==> config.mk <==
export PLATFORM = sky130hd
export DESIGN_NAME = adc_channel_sequencer
export DESIGN_NICKNAME = d
export VERILOG_FILES = /design/src/include/adc_seq_pkg.sv /design/src/hw/sync_stage.sv /design/src/hw/adc_channel_sequencer.sv
export SDC_FILE = /design/constraint.sdc
export NUM_CORES = 1
export LEC_CHECK = 0
export ABC_AREA = 1
export BUFFER_PORTS_ARGS = -buffer_cell sky130_fd_sc_hd__buf_2
export CAP_MARGIN = 5
export CORE_ASPECT_RATIO = 1.2
export CORE_MARGIN = 2
export CORE_UTILIZATION = 48
export CTS_CLUSTER_DIAMETER = 40
export DETAILED_ROUTE_END_ITERATION = 10
export PLACE_DENSITY = 0.74
export RECOVER_POWER = 25
export SLEW_MARGIN = 20
export SYNTH_ARGS = -nofsm -noshare
export SYNTH_HDL_FRONTEND = slang
export SYNTH_HIERARCHICAL = 1
export SYNTH_SLANG_ARGS = --single-unit
==> constraint.sdc <==
create_clock -name mclk -period 5 [get_ports mclk]
set_input_delay 0.25 -clock mclk [delete_from_list [all_inputs] [get_ports mclk]]
set_output_delay 0.25 -clock mclk [all_outputs]
set_load 0.05 [all_outputs]
==> src/include/adc_seq_pkg.sv <==
/*
  Shared constants and types for the converter sequencer: the serial control
  word layout, sequencer states, register offsets and reset values.
  Assumes a 50 MHz system clock and a serial host running a much slower clock.
*/
package adc_seq_pkg;

  // ----------------------------------------------------------------------
  // Serial framing
  // ----------------------------------------------------------------------
  localparam int unsigned WORD_BITS = 16;
  localparam int unsigned CODE_BITS = 12;
  localparam logic [4:0] CTRL_LAST_EDGE = 5'h0b;  // 12th falling edge.
  localparam logic [4:0] WORD_LAST_EDGE = 5'h0f;  // 16th falling edge.
  localparam logic [4:0] SAR_FIRST_EDGE = 5'h02;  // Decides code bit 11.
  localparam logic [4:0] SAR_LAST_EDGE = 5'h0d;   // Decides code bit 0.
  localparam logic [4:0] TRACK_EDGE = 5'h0d;      // 14th edge returns to track.
  localparam logic [4:0] OUT_LAST_EDGE = 5'h0e;
  localparam int unsigned WRITE_POS = 11;
  localparam logic [11:0] SAR_START = 12'h800;

  // Control word without the write bit, first received field first.
  typedef struct packed {
    logic auto_cycle_select;
    logic [3:0] channel_addr;
    logic power_mode_bit_high;
    logic power_mode_bit_low;
    logic shadow;
    logic weak_tri;
    logic range;
    logic coding;
  } ctrl_t;

  localparam ctrl_t CTRL_RESET = '{default: 1'b0};

  // Sequencer states.
  typedef enum logic [3:0] {
    S_OFF = 4'b0001,
    S_ARM = 4'b0010,
    S_MASK_RUN = 4'b0100,
    S_CONSEC = 4'b1000
  } seq_state_t;

  // ----------------------------------------------------------------------
  // Register map (byte addresses)
  // ----------------------------------------------------------------------
  localparam logic [4:0] OFF_CTRL_VIEW = 5'h00;
  localparam logic [4:0] OFF_MASK_VIEW = 5'h04;
  localparam logic [4:0] OFF_STATUS = 5'h08;
  localparam logic [4:0] OFF_TEST_LEVEL = 5'h0c;
  localparam logic [4:0] OFF_TEST_CFG = 5'h10;
  localparam logic [11:0] TEST_LEVEL_RESET = 12'h000;
  localparam logic [15:0] MASK_RESET = 16'h0000;
  localparam logic [3:0] PTR_RESET = 4'h0;

endpackage

==> src/hw/sync_stage.sv <==
/*
  Two flip-flop synchroniser for a group of asynchronous level inputs.
  Assumes the inputs are sampled far faster than they change.
*/
`timescale 1ns/10ps

module sync_stage #(
  parameter int unsigned WIDTH = 4
) (
  input wire logic mclk,
  input wire logic rst,
  input wire logic [WIDTH-1:0] async_in,
  output logic [WIDTH-1:0] sync_out
);

  logic [WIDTH-1:0] meta;

  // The first stage feeds only the second stage.
  always_ff @(posedge mclk) begin
    if (rst) begin
      meta <= '0;
      sync_out <= '0;
    end else begin
      meta <= async_in;
      sync_out <= meta;
    end
  end

endmodule

==> src/hw/adc_channel_sequencer.sv <==
/*
  Digital control of a 16-channel 12-bit successive approximation converter:
  serial control port, channel sequencer, SAR stepping and result framing,
  plus an Avalon-MM slave for inspection and a digital test level.
  Assumes serial pins and the comparator come from outside the mclk domain.
*/
// Implementation choices: the register offsets and register access over Avalon-MM.
// Overview of operation
// - Serial clock edges step shifting and SAR.
// - Control bit 1 selects single or double span.
// - Control bit 0 selects binary or twos complement.
// - One code step is reference over 4096.
// - Double span twos complement centres on reference.
// - Result word: channel address then twelve code bits.
// - Unsequenced conversions use control channel address.
// - Mask load starts at lowest selected channel.
// - Each transfer advances to next selected channel.
// - After highest selected channel, wrap to first.
// - Writes with pair one-zero keep sequence running.
// - Any other pair written ends the sequence.
// - Pair one-one converts channel zero up to address.
// - Consecutive sequence restarts at channel zero.
// - Control loads from first twelve bits when write.
// - After pair zero-one, next word loads mask.
// - First mask bit is channel zero.
// - Conversion takes sixteen serial clocks.
`timescale 1ns/10ps

module adc_channel_sequencer (
  input wire logic mclk,
  input wire logic rst,
  input wire logic cs_n,
  input wire logic sclk,
  input wire logic din,
  output logic dout,
  output logic dout_oe_n,
  input wire logic cmp_in,
  output logic [11:0] dac_code,
  output logic [3:0] mux_sel,
  output logic span_double,
  output logic track_hold,
  input wire logic [4:0] address,
  input wire logic read,
  input wire logic write,
  input wire logic [31:0] writedata,
  output logic [31:0] readdata,
  output logic waitrequest
);

  // ----------------------------------------------------------------------
  // Pin synchronisers and edge detection
  // ----------------------------------------------------------------------
  logic [3:0] pins_s;
  logic cs_n_s, sclk_s, din_s, cmp_s;
  logic cs_d, sclk_d;

  sync_stage #(.WIDTH(4)) u_sync (
    .mclk(mclk),
    .rst(rst),
    .async_in({~cs_n, sclk, din, cmp_in}),  // Select enters inverted so reset reads as idle.
    .sync_out(pins_s)
  );

  assign {cs_n_s, sclk_s, din_s, cmp_s} = pins_s ^ 4'h8;  // No false select fall after reset.

  // Edges are seen in the cycle the second synchroniser stage changes, against a copy one mclk older.
  always_ff @(posedge mclk) begin
    if (rst) begin
      cs_d <= 1'b1;
      sclk_d <= 1'b0;
    end else begin
      cs_d <= cs_n_s;
      sclk_d <= sclk_s;
    end
  end

  logic cs_fall, sclk_fall, end_xfer, active;
  logic [4:0] edge_cnt, next_edge_cnt;
  assign cs_fall = cs_d & ~cs_n_s;
  assign sclk_fall = sclk_d & ~sclk_s & ~cs_n_s & active;
  assign end_xfer = sclk_fall && edge_cnt == adc_seq_pkg::WORD_LAST_EDGE;

  // ----------------------------------------------------------------------
  // Sequencer helper
  // ----------------------------------------------------------------------
  // Next selected channel above 'from', wrapping; mask bit 15 is channel 0.
  function automatic logic [3:0] next_sel(input logic [15:0] m, input logic [3:0] from);
    logic [3:0] c;
    logic found;
    next_sel = from;
    found = 1'b0;
    for (int i = 1; i <= 16; i++) begin
      c = 4'(int'(from) + i);
      if (!found && m[4'hf - c]) begin
        next_sel = c;
        found = 1'b1;
      end
    end
  endfunction

  // ----------------------------------------------------------------------
  // Serial transfer, SAR and sequencer state
  // ----------------------------------------------------------------------
  adc_seq_pkg::ctrl_t ctrl, next_ctrl;
  adc_seq_pkg::seq_state_t state, next_state;
  logic [15:0] mask, next_mask, rx, next_rx, last_word, next_last_word;
  logic [11:0] trial, next_trial, test_level;
  logic [3:0] ptr, next_ptr, conv_ch, next_conv_ch;
  logic next_active, wrote, next_wrote, next_dout, next_drive_n, next_hold, use_test, cmp_bit;
  logic [15:0] word;

  // The test level lets software exercise the SAR with no analog front end.
  assign cmp_bit = use_test ? (test_level >= trial) : cmp_s;
  // Twos complement flips the MSB, which puts the reference at zero code.
  assign word = {conv_ch, trial ^ {ctrl.coding, 11'h000}};

  always_comb begin
    next_ctrl = ctrl;
    next_state = state;
    next_mask = mask;
    next_rx = rx;
    next_trial = trial;
    next_ptr = ptr;
    next_conv_ch = conv_ch;
    next_edge_cnt = edge_cnt;
    next_active = active;
    next_wrote = wrote;
    next_dout = dout;
    next_hold = track_hold;
    next_last_word = last_word;
    next_drive_n = cs_n_s;
    if (cs_n_s) begin
      next_active = 1'b0;
    end
    if (cs_fall) begin
      // Sample and start; the channel comes from the pointer while sequencing.
      next_active = 1'b1;
      next_edge_cnt = 5'h00;
      next_wrote = 1'b0;
      next_trial = adc_seq_pkg::SAR_START;
      next_hold = 1'b1;
      if (state == adc_seq_pkg::S_MASK_RUN || state == adc_seq_pkg::S_CONSEC) begin
        next_conv_ch = ptr;
      end else begin
        next_conv_ch = ctrl.channel_addr;
      end
      next_dout = next_conv_ch[3];
    end else if (sclk_fall) begin
      next_rx = {rx[14:0], din_s};
      next_edge_cnt = edge_cnt + 5'h01;
      // Each SAR step is one serial clock; no other clock drives it.
      if (edge_cnt >= adc_seq_pkg::SAR_FIRST_EDGE && edge_cnt <= adc_seq_pkg::SAR_LAST_EDGE) begin
        for (int b = 0; b < 12; b++) begin
          if (b == 13 - int'(edge_cnt)) begin
            next_trial[b] = cmp_bit;
            if (b > 0) begin
              next_trial[b-1] = 1'b1;
            end
          end
        end
      end
      if (edge_cnt <= adc_seq_pkg::OUT_LAST_EDGE) begin
        next_dout = word[4'(14 - int'(edge_cnt))];
      end
      if (edge_cnt == adc_seq_pkg::TRACK_EDGE) begin
        next_hold = 1'b0;
      end
      // Control loads at the 12th edge unless this word is bound for the mask.
      if (edge_cnt == adc_seq_pkg::CTRL_LAST_EDGE && state != adc_seq_pkg::S_ARM
          && next_rx[adc_seq_pkg::WRITE_POS]) begin
        next_ctrl = adc_seq_pkg::ctrl_t'(next_rx[10:0]);
        next_wrote = 1'b1;
      end
      // A short frame never reaches here, so it changes no sequencer state.
      if (end_xfer) begin
        next_last_word = word;
        next_active = 1'b0;
        case (state)
          adc_seq_pkg::S_ARM: begin
            next_mask = next_rx;
            next_ptr = next_sel(next_rx, 4'hf);
            next_state = (next_rx == 16'h0000) ? adc_seq_pkg::S_OFF : adc_seq_pkg::S_MASK_RUN;
          end
          default: begin
            if (wrote && !(ctrl.auto_cycle_select && !ctrl.shadow)) begin
              // Any written pair but one-zero ends a running sequence.
              next_ptr = adc_seq_pkg::PTR_RESET;
              case ({ctrl.auto_cycle_select, ctrl.shadow})
                2'b01: next_state = adc_seq_pkg::S_ARM;
                2'b11: next_state = adc_seq_pkg::S_CONSEC;
                default: next_state = adc_seq_pkg::S_OFF;
              endcase
            end else if (state == adc_seq_pkg::S_MASK_RUN) begin
              next_ptr = next_sel(mask, ptr);
            end else if (state == adc_seq_pkg::S_CONSEC) begin
              next_ptr = (ptr == ctrl.channel_addr) ? 4'h0 : ptr + 4'h1;
            end
          end
        endcase
      end
    end
  end

  always_ff @(posedge mclk) begin
    if (rst) begin
      ctrl <= adc_seq_pkg::CTRL_RESET;
      state <= adc_seq_pkg::S_OFF;
      mask <= adc_seq_pkg::MASK_RESET;
      rx <= 16'h0000;
      trial <= 12'h000;
      ptr <= adc_seq_pkg::PTR_RESET;
      conv_ch <= 4'h0;
      edge_cnt <= 5'h00;
      active <= 1'b0;
      wrote <= 1'b0;
      dout <= 1'b0;
      dout_oe_n <= 1'b1;
      track_hold <= 1'b0;
      last_word <= 16'h0000;
    end else begin
      ctrl <= next_ctrl;
      state <= next_state;
      mask <= next_mask;
      rx <= next_rx;
      trial <= next_trial;
      ptr <= next_ptr;
      conv_ch <= next_conv_ch;
      edge_cnt <= next_edge_cnt;
      active <= next_active;
      wrote <= next_wrote;
      dout <= next_dout;
      dout_oe_n <= next_drive_n;
      track_hold <= next_hold;
      last_word <= next_last_word;
    end
  end

  // Analog front end controls; the DAC adds the half-step offset itself.
  assign dac_code = trial;
  assign mux_sel = conv_ch;
  assign span_double = ~ctrl.range;

  // ----------------------------------------------------------------------
  // Avalon-MM slave
  // ----------------------------------------------------------------------
  logic ack, next_ack, next_use_test;
  logic [11:0] next_test_level;
  logic [31:0] next_readdata;

  // One wait cycle per access keeps read data registered.
  assign waitrequest = (read | write) & ~ack;

  always_comb begin
    next_ack = (read | write) & ~ack;
    next_readdata = readdata;
    next_test_level = test_level;
    next_use_test = use_test;
    if (read && !ack) begin
      if (address == adc_seq_pkg::OFF_CTRL_VIEW) begin
        next_readdata = {21'h000000, ctrl};
      end else if (address == adc_seq_pkg::OFF_MASK_VIEW) begin
        next_readdata = {16'h0000, mask};
      end else if (address == adc_seq_pkg::OFF_STATUS) begin
        next_readdata = {8'h00, state, ptr, last_word};
      end else if (address == adc_seq_pkg::OFF_TEST_LEVEL) begin
        next_readdata = {20'h00000, test_level};
      end else if (address == adc_seq_pkg::OFF_TEST_CFG) begin
        next_readdata = {31'h00000000, use_test};
      end else begin
        next_readdata = 32'h00000000;
      end
    end
    if (write && ack) begin
      if (address == adc_seq_pkg::OFF_TEST_LEVEL) begin
        next_test_level = writedata[11:0];
      end else if (address == adc_seq_pkg::OFF_TEST_CFG) begin
        next_use_test = writedata[0];
      end
    end
  end

  always_ff @(posedge mclk) begin
    if (rst) begin
      ack <= 1'b0;
      readdata <= 32'h00000000;
      test_level <= adc_seq_pkg::TEST_LEVEL_RESET;
      use_test <= 1'b0;
    end else begin
      ack <= next_ack;
      readdata <= next_readdata;
      test_level <= next_test_level;
      use_test <= next_use_test;
    end
  end

  // ----------------------------------------------------------------------
  // Checks
  // ----------------------------------------------------------------------
  sar_clocking_a: assert property (@(posedge mclk) disable iff (rst)
    $changed(trial) |-> $past(sclk_fall) || $past(cs_fall))
    else $error("SAR trial moved without a serial edge");
  span_select_a: assert property (@(posedge mclk) disable iff (rst)
    sclk_fall && edge_cnt == 5'h0b && rx[10] && state != adc_seq_pkg::S_ARM
    |=> span_double == !$past(rx[0]))
    else $error("Span output does not follow range bit");
  msb_coding_a: assert property (@(posedge mclk) disable iff (rst)
    sclk_fall && edge_cnt == 5'h03 |=> dout == (trial[11] ^ ctrl.coding))
    else $error("Result MSB coding wrong");
  word_addr_a: assert property (@(posedge mclk) disable iff (rst)
    cs_fall |=> dout == conv_ch[3] && track_hold)
    else $error("Word does not open with channel address");
  fixed_channel_a: assert property (@(posedge mclk) disable iff (rst)
    cs_fall && state == adc_seq_pkg::S_OFF |=> conv_ch == $past(ctrl.channel_addr))
    else $error("Unsequenced channel not from control");
  ctrl_hold_a: assert property (@(posedge mclk) disable iff (rst)
    sclk_fall && edge_cnt == 5'h0b && !rx[10] |=> $stable(ctrl))
    else $error("Control loaded with write bit low");
  mask_start_a: assert property (@(posedge mclk) disable iff (rst)
    end_xfer && state == adc_seq_pkg::S_ARM && next_rx != 16'h0000
    |=> mask[~ptr] && (mask >> (5'h10 - {1'b0, ptr})) == 16'h0000)
    else $error("Sequence did not start at lowest channel");
  mask_point_a: assert property (@(posedge mclk) disable iff (rst)
    state == adc_seq_pkg::S_MASK_RUN |-> mask[~ptr])
    else $error("Pointer on unselected channel");
  consec_wrap_a: assert property (@(posedge mclk) disable iff (rst)
    end_xfer && state == adc_seq_pkg::S_CONSEC && !wrote && ptr == ctrl.channel_addr
    |=> ptr == 4'h0 ##1 state == adc_seq_pkg::S_CONSEC)
    else $error("Consecutive sequence did not wrap");
  seq_exit_a: assert property (@(posedge mclk) disable iff (rst)
    end_xfer && wrote && !ctrl.auto_cycle_select && !ctrl.shadow
    |=> state == adc_seq_pkg::S_OFF)
    else $error("Sequence not ended by write");
  reset_state_a: assert property (@(posedge mclk)
    rst |=> state == adc_seq_pkg::S_OFF && ptr == 4'h0)
    else $error("Reset left sequencer running");
endmodule

Word-level counts from Yosys, hierarchy flattened

Index checks and enable logic that the tools add are counted.

Bits in registers: 147
Input bits: 45
Logic and storage cells: 540

Add/subtract/negate cells: 36
Magnitude comparators: 21
Eq/ne operators: 29
Muxes and demuxes: 294
Bitwise logic cells: 14
Reductions and logical operators: 109

Operators by type and width:

| cell                                                                         | number |
|---|---|
| 1-bit two-way mux                                                            | 211 |
| 4-bit two-way mux                                                            | 40 |
| 4-bit by 5-bit less-than comparator with 1-bit output, second input constant | 16 |
| 24-bit two-way mux                                                           | 3 |
| 1-bit binary-select mux with 4-bit select                                    | 17 |
| 4-bit subtractor, first input constant                                       | 17 |
| 12-bit two-way mux                                                           | 4 |
| 1-bit logical AND                                                            | 38 |
| 3-bit AND reduction                                                          | 12 |
| 2-bit two-way mux                                                            | 17 |
| 1-bit zero test                                                              | 33 |
| 4-bit adder, second input constant                                           | 8 |
| 32-bit zero test                                                             | 1 |
| 5-bit by 4-bit == test with 1-bit output, second input constant              | 5 |
| 4-bit by 6-bit == test with 1-bit output, first input constant               | 4 |
| 5-bit by 6-bit == test with 1-bit output, first input constant               | 4 |
| 2-bit nonzero test                                                           | 11 |
| 19-bit by 2-bit != test with 1-bit output, second input constant             | 1 |
| 4-bit by 3-bit adder with 4-bit output, second input constant                | 4 |
| 16-bit zero test                                                             | 1 |
| 5-bit by 3-bit != test with 1-bit output, second input constant              | 3 |
| 4-bit by 1-bit adder with 4-bit output, second input constant                | 3 |
| 3-bit by 6-bit == test with 1-bit output, first input constant               | 2 |
| 12-bit >= comparator                                                         | 1 |
| other kinds (29)                                                             | 47 |

Longest topological paths before layout

Gate-level depths: netlist of run 1.

Word-level depth: 143
Gate-level depth with buffers: 32
Depth with buffers taken out: 30

Cells and area by module

Netlist of run 1, hierarchy kept.

By module, submodules not included:

| module                | times used | cells each | area an instance (um2) |
|---|---|---|---|
| adc_channel_sequencer | 1          | 1247       | 8156.6 |
| sync_stage            | 1          | 25         | 231.5 |

Worst setup path before layout of run 1

OpenSTA, ideal clock, no wires.

Path type: register to register
Start point: reg ptr[1]
End point: reg ptr[1]
Data arrival time: 3.187 ns
Required time: 4.891 ns
Setup slack: 1.704 ns
Cell stages (with the launch flop): 27
Buffers on the path: 2
Clock period less this slack: 3.296 ns
Path through: dfxtp_1 -> inv_1 -> buf_2 -> ha_1 -> inv_1 -> buf_2 -> nand3_1 -> nand3_1 -> nand3_1 -> nand2_2 -> nand4_4 -> nor2_4 -> nand2_2 -> nor2_4 -> nand2_2 -> nor2_4 -> nand3b_4 -> nor2_8 -> nand3_2 -> nor2_4 -> nor2_1 -> nand2_2 -> nand4_1 -> nor2_1 -> nand2_1 -> nand2_1 -> inv_1

Cells in the longest elaborated chain, start to end: 143
Elaborated cells on any way between the ends: 224
Those cells by class: add/sub: 33; eq/ne: 2; mux: 158; reduce/logical: 31

RTL lines:

| item                                                                                             | line                         | source |
|---|---|---|
| start: declaration                                                                               | adc_channel_sequencer.sv:108 | `logic [3:0] ptr, next_ptr, conv_ch, next_conv_ch;` |
| start signal: assignment                                                                         | adc_channel_sequencer.sv:211 | `ptr <= adc_seq_pkg::PTR_RESET;` |
| start signal: assignment                                                                         | adc_channel_sequencer.sv:226 | `ptr <= next_ptr;` |
| parallel branches: the longest is 143 deep, another holds 4-bit by 1-bit adder with 4-bit output | --                           |  |

Several ways; the timed one is not identified. The select of a mux whose other input is x is not followed.
A chain may end at the register's enable or synchronous reset.

==> impl_summary.md, run 1 <==
Setup path
The kind of cell adding the most delay to the critical path is buffers and inverters. The startpoint class of the critical path is an input port. The worst register-to-register path begins at ptr[1].

In this design, the critical path's most frequently occurring cell is sky130_fd_sc_hd__clkbuf_1. Along the worst path, the maximum fanout reaches 77. Data on the critical path arrives at its endpoint at around 4300 ps. The worst path required time is approximately 5300 ps. By startpoint and endpoint, the worst setup path is classified as in -> reg. The worst-case reg-to-reg path depth is 25. The capturing element type of the critical path is a register.

In this design, the stage delay of the slowest critical-path cell is 2080 ps. The number of buffers and inverters on the critical path is 4. On the critical path, the stage with the largest delay is an instance of sky130_fd_sc_hd__clkbuf_1.

The end of the worst register-to-register path is ptr[0]. The signal on the critical path passes through buf_2 > clkbuf_1 > inv_1 > clkbuf_1 > o21ai_0 > a21oi_1. The register-to-register setup slack is about 1100 ps.

Placement
Detailed placement ended at an HPWL of between 15 and 20 mm. In this run the cell area measured after placement is 8750 µm². The final weighted congestion of routability-driven global placement is about 0.96.

The number of placed instances, taps included, is roughly 1500. The count of buffers inserted at the top-level ports is a little under 70.

Global route
The pin count of the biggest net entering global routing is 78. The initial antenna violation count came to 0. The first global-routing pass estimated roughly 40 mm of wire. The overall fraction of global-route tracks in use is 26.7%.

The number of global-route vias before repair is 7938. The total congestion overflow is 0.

Final layout
The final standard cell utilization of the core is a little over half. After routing the design area is 9330 µm². Cells with a size suffix above 1 make up 8.69% of the layout. The final layout contains 1387 nets.

From synthesis to final layout, the design area changed by 11.2%. The repair_antennas step left the layout with diodes totalling 0. Leaving out filler cells and counting taps, the final layout contains about 1500.

Floorplan
The die height is 149 µm. The core region is around 17000 µm². The initial core utilization is 49.4%. From left edge to right edge, the die measures around 120 µm. The number of placement rows is 52. The die covers roughly 19000 µm². The count of pins on the block boundary is 98.

Logic synthesis
Counting flops with a built-in enable in the synthesized netlist gives 0. The number of instances in the synthesized netlist is around 1300. The register bit count reported by yosys is about 140.

Counting instances in the post-synthesis netlist gives the leading cell types as sky130_fd_sc_hd__nand2_1, sky130_fd_sc_hd__inv_1, sky130_fd_sc_hd__a21oi_1, sky130_fd_sc_hd__dfxtp_1, sky130_fd_sc_hd__nor2_1. The number of distinct library cells after synthesis is 49. The number of warnings reported in the yosys synthesis log is 6.

Summed over its instances, the top area cell type makes up 33.2% of the synthesized netlist area. The cell type with the highest aggregate area in the netlist is sky130_fd_sc_hd__dfxtp_1. The average cell area after synthesis is between 6 and 7 µm². In the synthesized netlist the dominant register cell turns out to be sky130_fd_sc_hd__dfxtp_1.

Yosys attributes the largest share of cell area to sky130_fd_sc_hd__dfxtp_1, sky130_fd_sc_hd__nand2_1, sky130_fd_sc_hd__a21oi_1, sky130_fd_sc_hd__inv_1, sky130_fd_sc_hd__o21ai_0. The most common cell in the synthesized netlist is sky130_fd_sc_hd__nand2_1. The post-synthesis cell area is between 8000 and 9000 µm². The share of the Yosys chip area taken by registers is between 30% and 40%. The async set-or-reset flop fraction in the synthesized netlist is 0%.

Detailed routing
The final routed wirelength across all metal layers is ~25 mm. The number of vias per cell after detailed routing is roughly 5.5. In the routed design, unresolved DRC markers number 0. The average wire per standard cell is approximately 16 µm. Across all layers, the routed design uses between 8000 and 9000 vias.

The number of iterations in the first detailed-routing pass is 5. The post-detailed-route count of antenna-violating nets is 0. The first routing iteration left 778 violations.

Timing
The routed design could run at a clock period as short as 3960 ps. The worst hold-check slack is about 38 ps. After routing, the total negative slack on setup checks comes to 0 ps. Setup violations remaining at the end of the flow were counted as 0. The number of endpoints with negative hold slack in the final report was 0. Setup repair after global routing left no endpoint under its margin. The post-route fraction of the period consumed by the critical path is between 70% and 80%. Static timing analysis puts the maximum clock frequency at about 250 MHz. The count of pins over their slew limit is around 130.

The final clock skew is just over 10 ps. For the pin with the worst max-slew slack, the measured transition is between 2000 and 3000 ps. Headroom to the max-slew limit came out at -95.0%.

Worst hold path
In this run the worst hold path is classified as in -> reg. The worst hold path passes through 3 cells. The worst hold path terminates at u_sync/meta[1]. The start point of the worst min-delay path is din.

Clocking
The number of hold buffers added after cts is 0. The longest clock path from root to sink contains 2 buffers. The tree is rooted in a sky130_fd_sc_hd__clkbuf_16.

Clock-pin slew was measured on the worst setup and hold paths at roughly 60 ps. The number of buffers created by CTS is 17. The clock tree from TritonCTS is yes. Once the clock tree was built, the resizer swapped 0 gates to a different size. The total number of H-tree levels is 4. Clock latency on the worst-skew pair, taken at its later pin, is approximately 420 ps.

The total number of clock tree sinks is ~140. The number of setup buffers added after CTS is 0.

Outcome
The final reports fail on max-capacitance violations, max-slew violations. The run finished, with violations left.

Power and ir drop
The total leakage power is around 4.0 nW. The power per cell area is between 200 and 300 nW/µm². VDD sags by at most about 0.23 mV.

Flow run
Across the run, the number of max-cap violations was 2.
==> metrics by stage <==
stage | power, mW | worst slack [ps]
global placement | 1.28 | 1300
global route | 2.67 | 637
detailed placement | 1.28 | 1230
finish | 2.61 | 1040
floorplan | 1.25 | 1700
CTS | 2.61 | 1210
==> where the power goes <==
| group | leakage [nW] | switching [mW] | total, mW | internal, mW |
|---|---|---|---|---|
| logic | 2.59 | 0.0985 | 0.127 | 0.0282 |
| clock network | 0.300 | 0.476 | 1.35 | 0.875 |
| registers | 1.12 | 0.00856 | 1.13 | 1.12 |
| total | 4.01 | 0.583 | 2.61 | 2.02 |
==> worst max-delay path by stage <==
stage | start | endpoint | slack, ps | cells after the start
finish | rst | test_level[10] | 1040 | 6
global route | rst | mask[14] | 640 | 6
CTS | ptr[1] | ptr[0] | 1210 | 25
detailed placement | ptr[1] | ptr[0] | 1230 | 25
global placement | ptr[1] | ptr[0] | 1300 | 25
floorplan | ptr[1] | ptr[1] | 1700 | 26
==> worst min-delay path, stage by stage <==
cell	delay [ps]
sky130_fd_sc_hd__buf_2	70
sky130_fd_sc_hd__inv_1	30
sky130_fd_sc_hd__nor2_1	60
==> area by class of cell <==
class                           instances  area (µm²)
Inverter                              188         708
Clock inverter                         13         201
Clock buffer                           17         425
Sequential cell                       139        2780
Tap cell                              216         270
Timing Repair Buffer                   84         408
Fill cell                            1651        7650
Multi-Input combinational cell        883        4530
==> per-layer routing <==
metal	GRT usage (%)	up-vias	wire, µm
met5	0	-	0
met4	10.8	0	739
met3	4.45	62	1530
met2	47.2	312	12400
met1	32.4	3896	10400
li1	-	4248	-
==> placed cells by master (no fill, tap or decap), types with 3 or more instances in the layout <==
cell type and n:
sky130_fd_sc_hd__a21oi_1 155, sky130_fd_sc_hd__inv_1 177, sky130_fd_sc_hd__inv_2 8, sky130_fd_sc_hd__buf_4 13, sky130_fd_sc_hd__clkbuf_16 17, sky130_fd_sc_hd__clkinv_2 4, sky130_fd_sc_hd__nand3_2 3, sky130_fd_sc_hd__o21a_1 4
sky130_fd_sc_hd__o21ai_0 114, sky130_fd_sc_hd__nor2_4 4, sky130_fd_sc_hd__clkbuf_1 36, sky130_fd_sc_hd__a221oi_1 9, sky130_fd_sc_hd__conb_1 8, sky130_fd_sc_hd__nor3_1 11, sky130_fd_sc_hd__bufinv_16 5, sky130_fd_sc_hd__o211ai_1 7
sky130_fd_sc_hd__nor4_1 5, sky130_fd_sc_hd__dfxtp_1 139, sky130_fd_sc_hd__ha_1 29, sky130_fd_sc_hd__nand2_1 227, sky130_fd_sc_hd__nand3_1 111, sky130_fd_sc_hd__nor2_1 121, sky130_fd_sc_hd__xor2_1 9, sky130_fd_sc_hd__clkinvlp_4 3
sky130_fd_sc_hd__a31oi_1 10, sky130_fd_sc_hd__buf_2 35, sky130_fd_sc_hd__o31ai_1 9, sky130_fd_sc_hd__nand2_2 10, sky130_fd_sc_hd__o221ai_1 3, sky130_fd_sc_hd__nand4_1 8
==> logic make-up (layout without fill, tap and decap cells) <==
group	count (synthesis)	in the layout	share of synthesized area [%]
DFF	139	139	33.2
buffers and inverters	257	302	13.1
xor gates and xnor gates	12	12	1.34
AOI/OAI and AO/OA	326	326	21.2
and+or+nand+nor	508	508	26.8
other	1	8	0.0447
adders and majority gates	29	29	4.33
==> registers in the layout, summed over array words and instances, names as in the netlist, 5 cells and up <==
name,count
rx,15
dac_code,12
ctrl,11
last_word,16
mask,16
readdata,24
edge_cnt,5
test_level,12
No activity file was read; power rests on OpenSTA's default activity.
==> run 2, diff against run 1 <==
==> constraint.sdc (replaced) <==
create_clock -name mclk -period 3.85 [get_ports mclk]
set_input_delay 0.1925 -clock mclk [delete_from_list [all_inputs] [get_ports mclk]]
set_output_delay 0.1925 -clock mclk [all_outputs]
set_load 0.05 [all_outputs]
==> impl_summary.md, run 2 (same netlist as run 1, synthesis figures left out) <==
Timing
The tightest slew margin relative to the limit is -48.7%. Setup repair after global routing left no endpoint under its margin. The maximum clock rate is 288 MHz.

The worst path in the final design needs a cycle of roughly 3500 ps, including I/O delays and setup. The count of pins over their slew limit is 48. For the final database, setup skew stands at roughly 11 ps. The number of endpoints with negative hold slack in the final report is 0. Setup total negative slack on the finished layout was measured at 0 ps. Dividing the final minimum period by the clock period gives 90.1%. The setup-violating endpoint count in the final report is 0. The transition time at the pin with the least slew margin is between 2000 and 2500 ps.

Detailed routing
The number of vias per cell after detailed routing is between 5 and 6. In the routed design, unresolved DRC markers number 0. The first detailed-routing pass ran for 6 iterations. The number of violations reported at the end of detailed-routing iteration 0 is between 800 and 900. The detailed router placed 8606 vias in this run. For this block, the routed nets add up to ~25 mm of wire.

The post-detailed-route count of antenna-violating nets is 0. After detailed routing, the average wire length per cell comes to 15.8 µm.

Power and ir drop
The analysis attributes to net switching a power of 0.783 mW. In this run, the clock network consumes between 50% and 60% of the power. Internal power comes to ~2.6 mW. The analysis attributes to cell leakage a power of 4.06 nW.

The power per cell area is approximately 360 nW/µm². The worst supply voltage drop on vdd is about 0.24 mV. The sequential share of power is between 40% and 50%. The combinational cell fraction of total power is roughly 4.8%. Net switching is a little under a quarter of the power.

Setup path
The worst register-to-register path begins at ptr[0]. Data arrives at the worst endpoint at around 3800 ps. The maximum net fanout on the critical path is 22. The cell with the most instances on the worst path is sky130_fd_sc_hd__nand2_1.

Grouping stages by cell kind, the critical path spends the most delay in simple AND/OR/NAND/NOR gates. The peak per-stage delay on the critical path is roughly 470 ps. Across all register-to-register paths, the minimum setup slack is ~380 ps.

The critical path goes through buf_4 > nand2_1 > nand2_1 > xor2_2 > nand3_1 > nand2_1 > nand4_4 > nor2_4 > nand2_2 > nor2_4 > nand2_2 > nor2_4 > nand3b_4 > nor2_8 > nand3_2 > inv_1 > o21ai_1 > nand2_1 > nand2_1 > nand3_1 > nand2_1 > nand2_1 > nor2_1. STA puts the critical path data required time at about 4200 ps. The worst setup path is captured at a register. The startpoint class of the critical path is a register. The critical path contains buffers and inverters numbering 2 combined. The end of the worst register-to-register path is ptr[0]. Among all stages on the critical path, the largest delay is contributed by sky130_fd_sc_hd__dfxtp_1. The worst setup path is of the reg -> reg kind. The worst-case reg-to-reg path depth is 23.

Flow run
The max-capacitance violation count is 1.

Placement
At the end of routability-driven placement, the weighted congestion stood at roughly 0.97. During placement, the flow inserted port buffers numbering 69. The instance area after placement is a little under 9000 µm². Detailed placement finished with a half-perimeter wire length of approximately 18 mm.

Final layout
The final net count is approximately 1400. The fraction of final layout cells sized beyond drive strength 1 is a little under a tenth. readdata holds more flip-flops than any other register.

The register with the most flip-flops in the layout has 24 of them. The post-route cell area is between 9000 and 10000 µm². In the layout the commonest cells are sky130_fd_sc_hd__nand2_1, sky130_fd_sc_hd__inv_1, sky130_fd_sc_hd__a21oi_1, sky130_fd_sc_hd__dfxtp_1, sky130_fd_sc_hd__nor2_1.

The total inserted antenna cells is 0. The largest registers in the layout are readdata (24), last_word (16), mask (16). The area overhead of the layout relative to synthesis is 12.5%. The most common cell after layout, fill and taps aside is sky130_fd_sc_hd__nand2_1.

Clocking
The maximum number of buffers from clock root to sink is 2. The total number of clock tree sinks is about 140. The clock tree root buffer cell is sky130_fd_sc_hd__clkbuf_16.

The total number of H-tree levels is 4. The number of buffers created by CTS is 17. After clock tree synthesis, the clock-pin slew on the worst setup and hold paths is roughly 60 ps. The clock reaches the later pin of the worst-skew pair after 430 ps.

TritonCTS built the clock tree.

Outcome
The checks that failed: max-capacitance violations, max-slew violations. The run finished, with violations left.

Floorplan
Row generation in the floorplan step produced 52 rows. From left edge to right edge, the die measures ~120 µm. The initial core utilization is roughly half.

The die height is 149 µm. 98 I/O pins were placed. The die covers 18600 µm².

The core area is between 15000 and 20000 µm².

Worst hold path
The class of the most critical hold timing path is in -> reg. For hold timing, the worst endpoint is test_level[11]. The start point of the worst min-delay path is writedata[11]. The hold path depth is 3.

Global route
Entering global routing, the biggest net connects 78 pins. For this run, the total global-route usage over all layers was measured as 26.0%. The initial antenna violation count is 0. The total congestion overflow is 0. The wire length of the first global-routing pass is around 39 mm. The number of global-route vias before repair is slightly below 8000.
## run 2: cell types whose count changed in the layout (fill, tap and decap cells not counted), sizes merged
cell and change:
clkinv -4, clkinvlp +1, dlygate4sd3 +4, inv +3
clkbuf +2, buf +6
## run 2: cell type report
class,count,area (µm²)
Inverter,188,708
Timing Repair Buffer,94,497
Clock buffer,19,433
Tap cell,216,270
Sequential cell,139,2780
Multi-Input combinational cell,883,4530
Fill cell,1669,7540
Clock inverter,13,215
## run 2: metrics by stage
stage               hold WS (ps)  power (mW)  utilization [%]  instances  worst slack, ps
global placement             389        1.66             51.8       1516              433
detailed placement           392        1.66             51.8       1516              338
finish                      35.5        3.43             55.6       1552              382
CTS                         36.5        3.43             55.9       1552              328
global route                66.7        3.51             55.6       1552             38.2
floorplan                    299        1.62                -       1279              554
## run 2: power groups by stage
stage	Clock (mW)	Combinational, mW	Sequential, mW
final	1.80	0.165	1.46
after global routing	1.87	0.178	1.47
after CTS	1.80	0.166	1.46
after detailed placement	0	0.162	1.50
after global placement	0	0.161	1.50
after floorplan	0	0.0933	1.52
## run 2: tightest hold or removal path: stages
cell and delay, ps:
sky130_fd_sc_hd__buf_2 80, sky130_fd_sc_hd__nor2_1 40, sky130_fd_sc_hd__nor2_1 100
## run 2: repair_timing
action                                  in CTS  in global routing
endpoints found under the setup margin       0                  4
buffers inserted                             0                  0
hold buffers                                 4                  0
endpoints found under the hold margin        4                  0
resized for setup                            0                  3
## run 2: how the worst max path moves through the flow
stage | start | to | cells after the start
2_1_floorplan | ptr[1] | ptr[1] | 26
3_3_place_gp | ptr[1] | ptr[0] | 26
3_5_place_dp | ptr[1] | ptr[1] | 25
4_1_cts | ptr[1] | ptr[0] | 25
5_1_grt | ptr[0] | ptr[1] | 22
6_report | ptr[0] | ptr[0] | 23
## run 2: layer usage
| layer | up-vias | part of all wire [%] | global-route usage (%) |
|---|---|---|---|
| met1 | 3961 | 41 | 31.9 |
| met2 | 312 | 50 | 46.3 |
| met5 | - | 0 | 0 |
| met4 | 0 | 3.3 | 11.1 |
| met3 | 62 | 4.9 | 3.01 |
| li1 | 4271 | - | - |
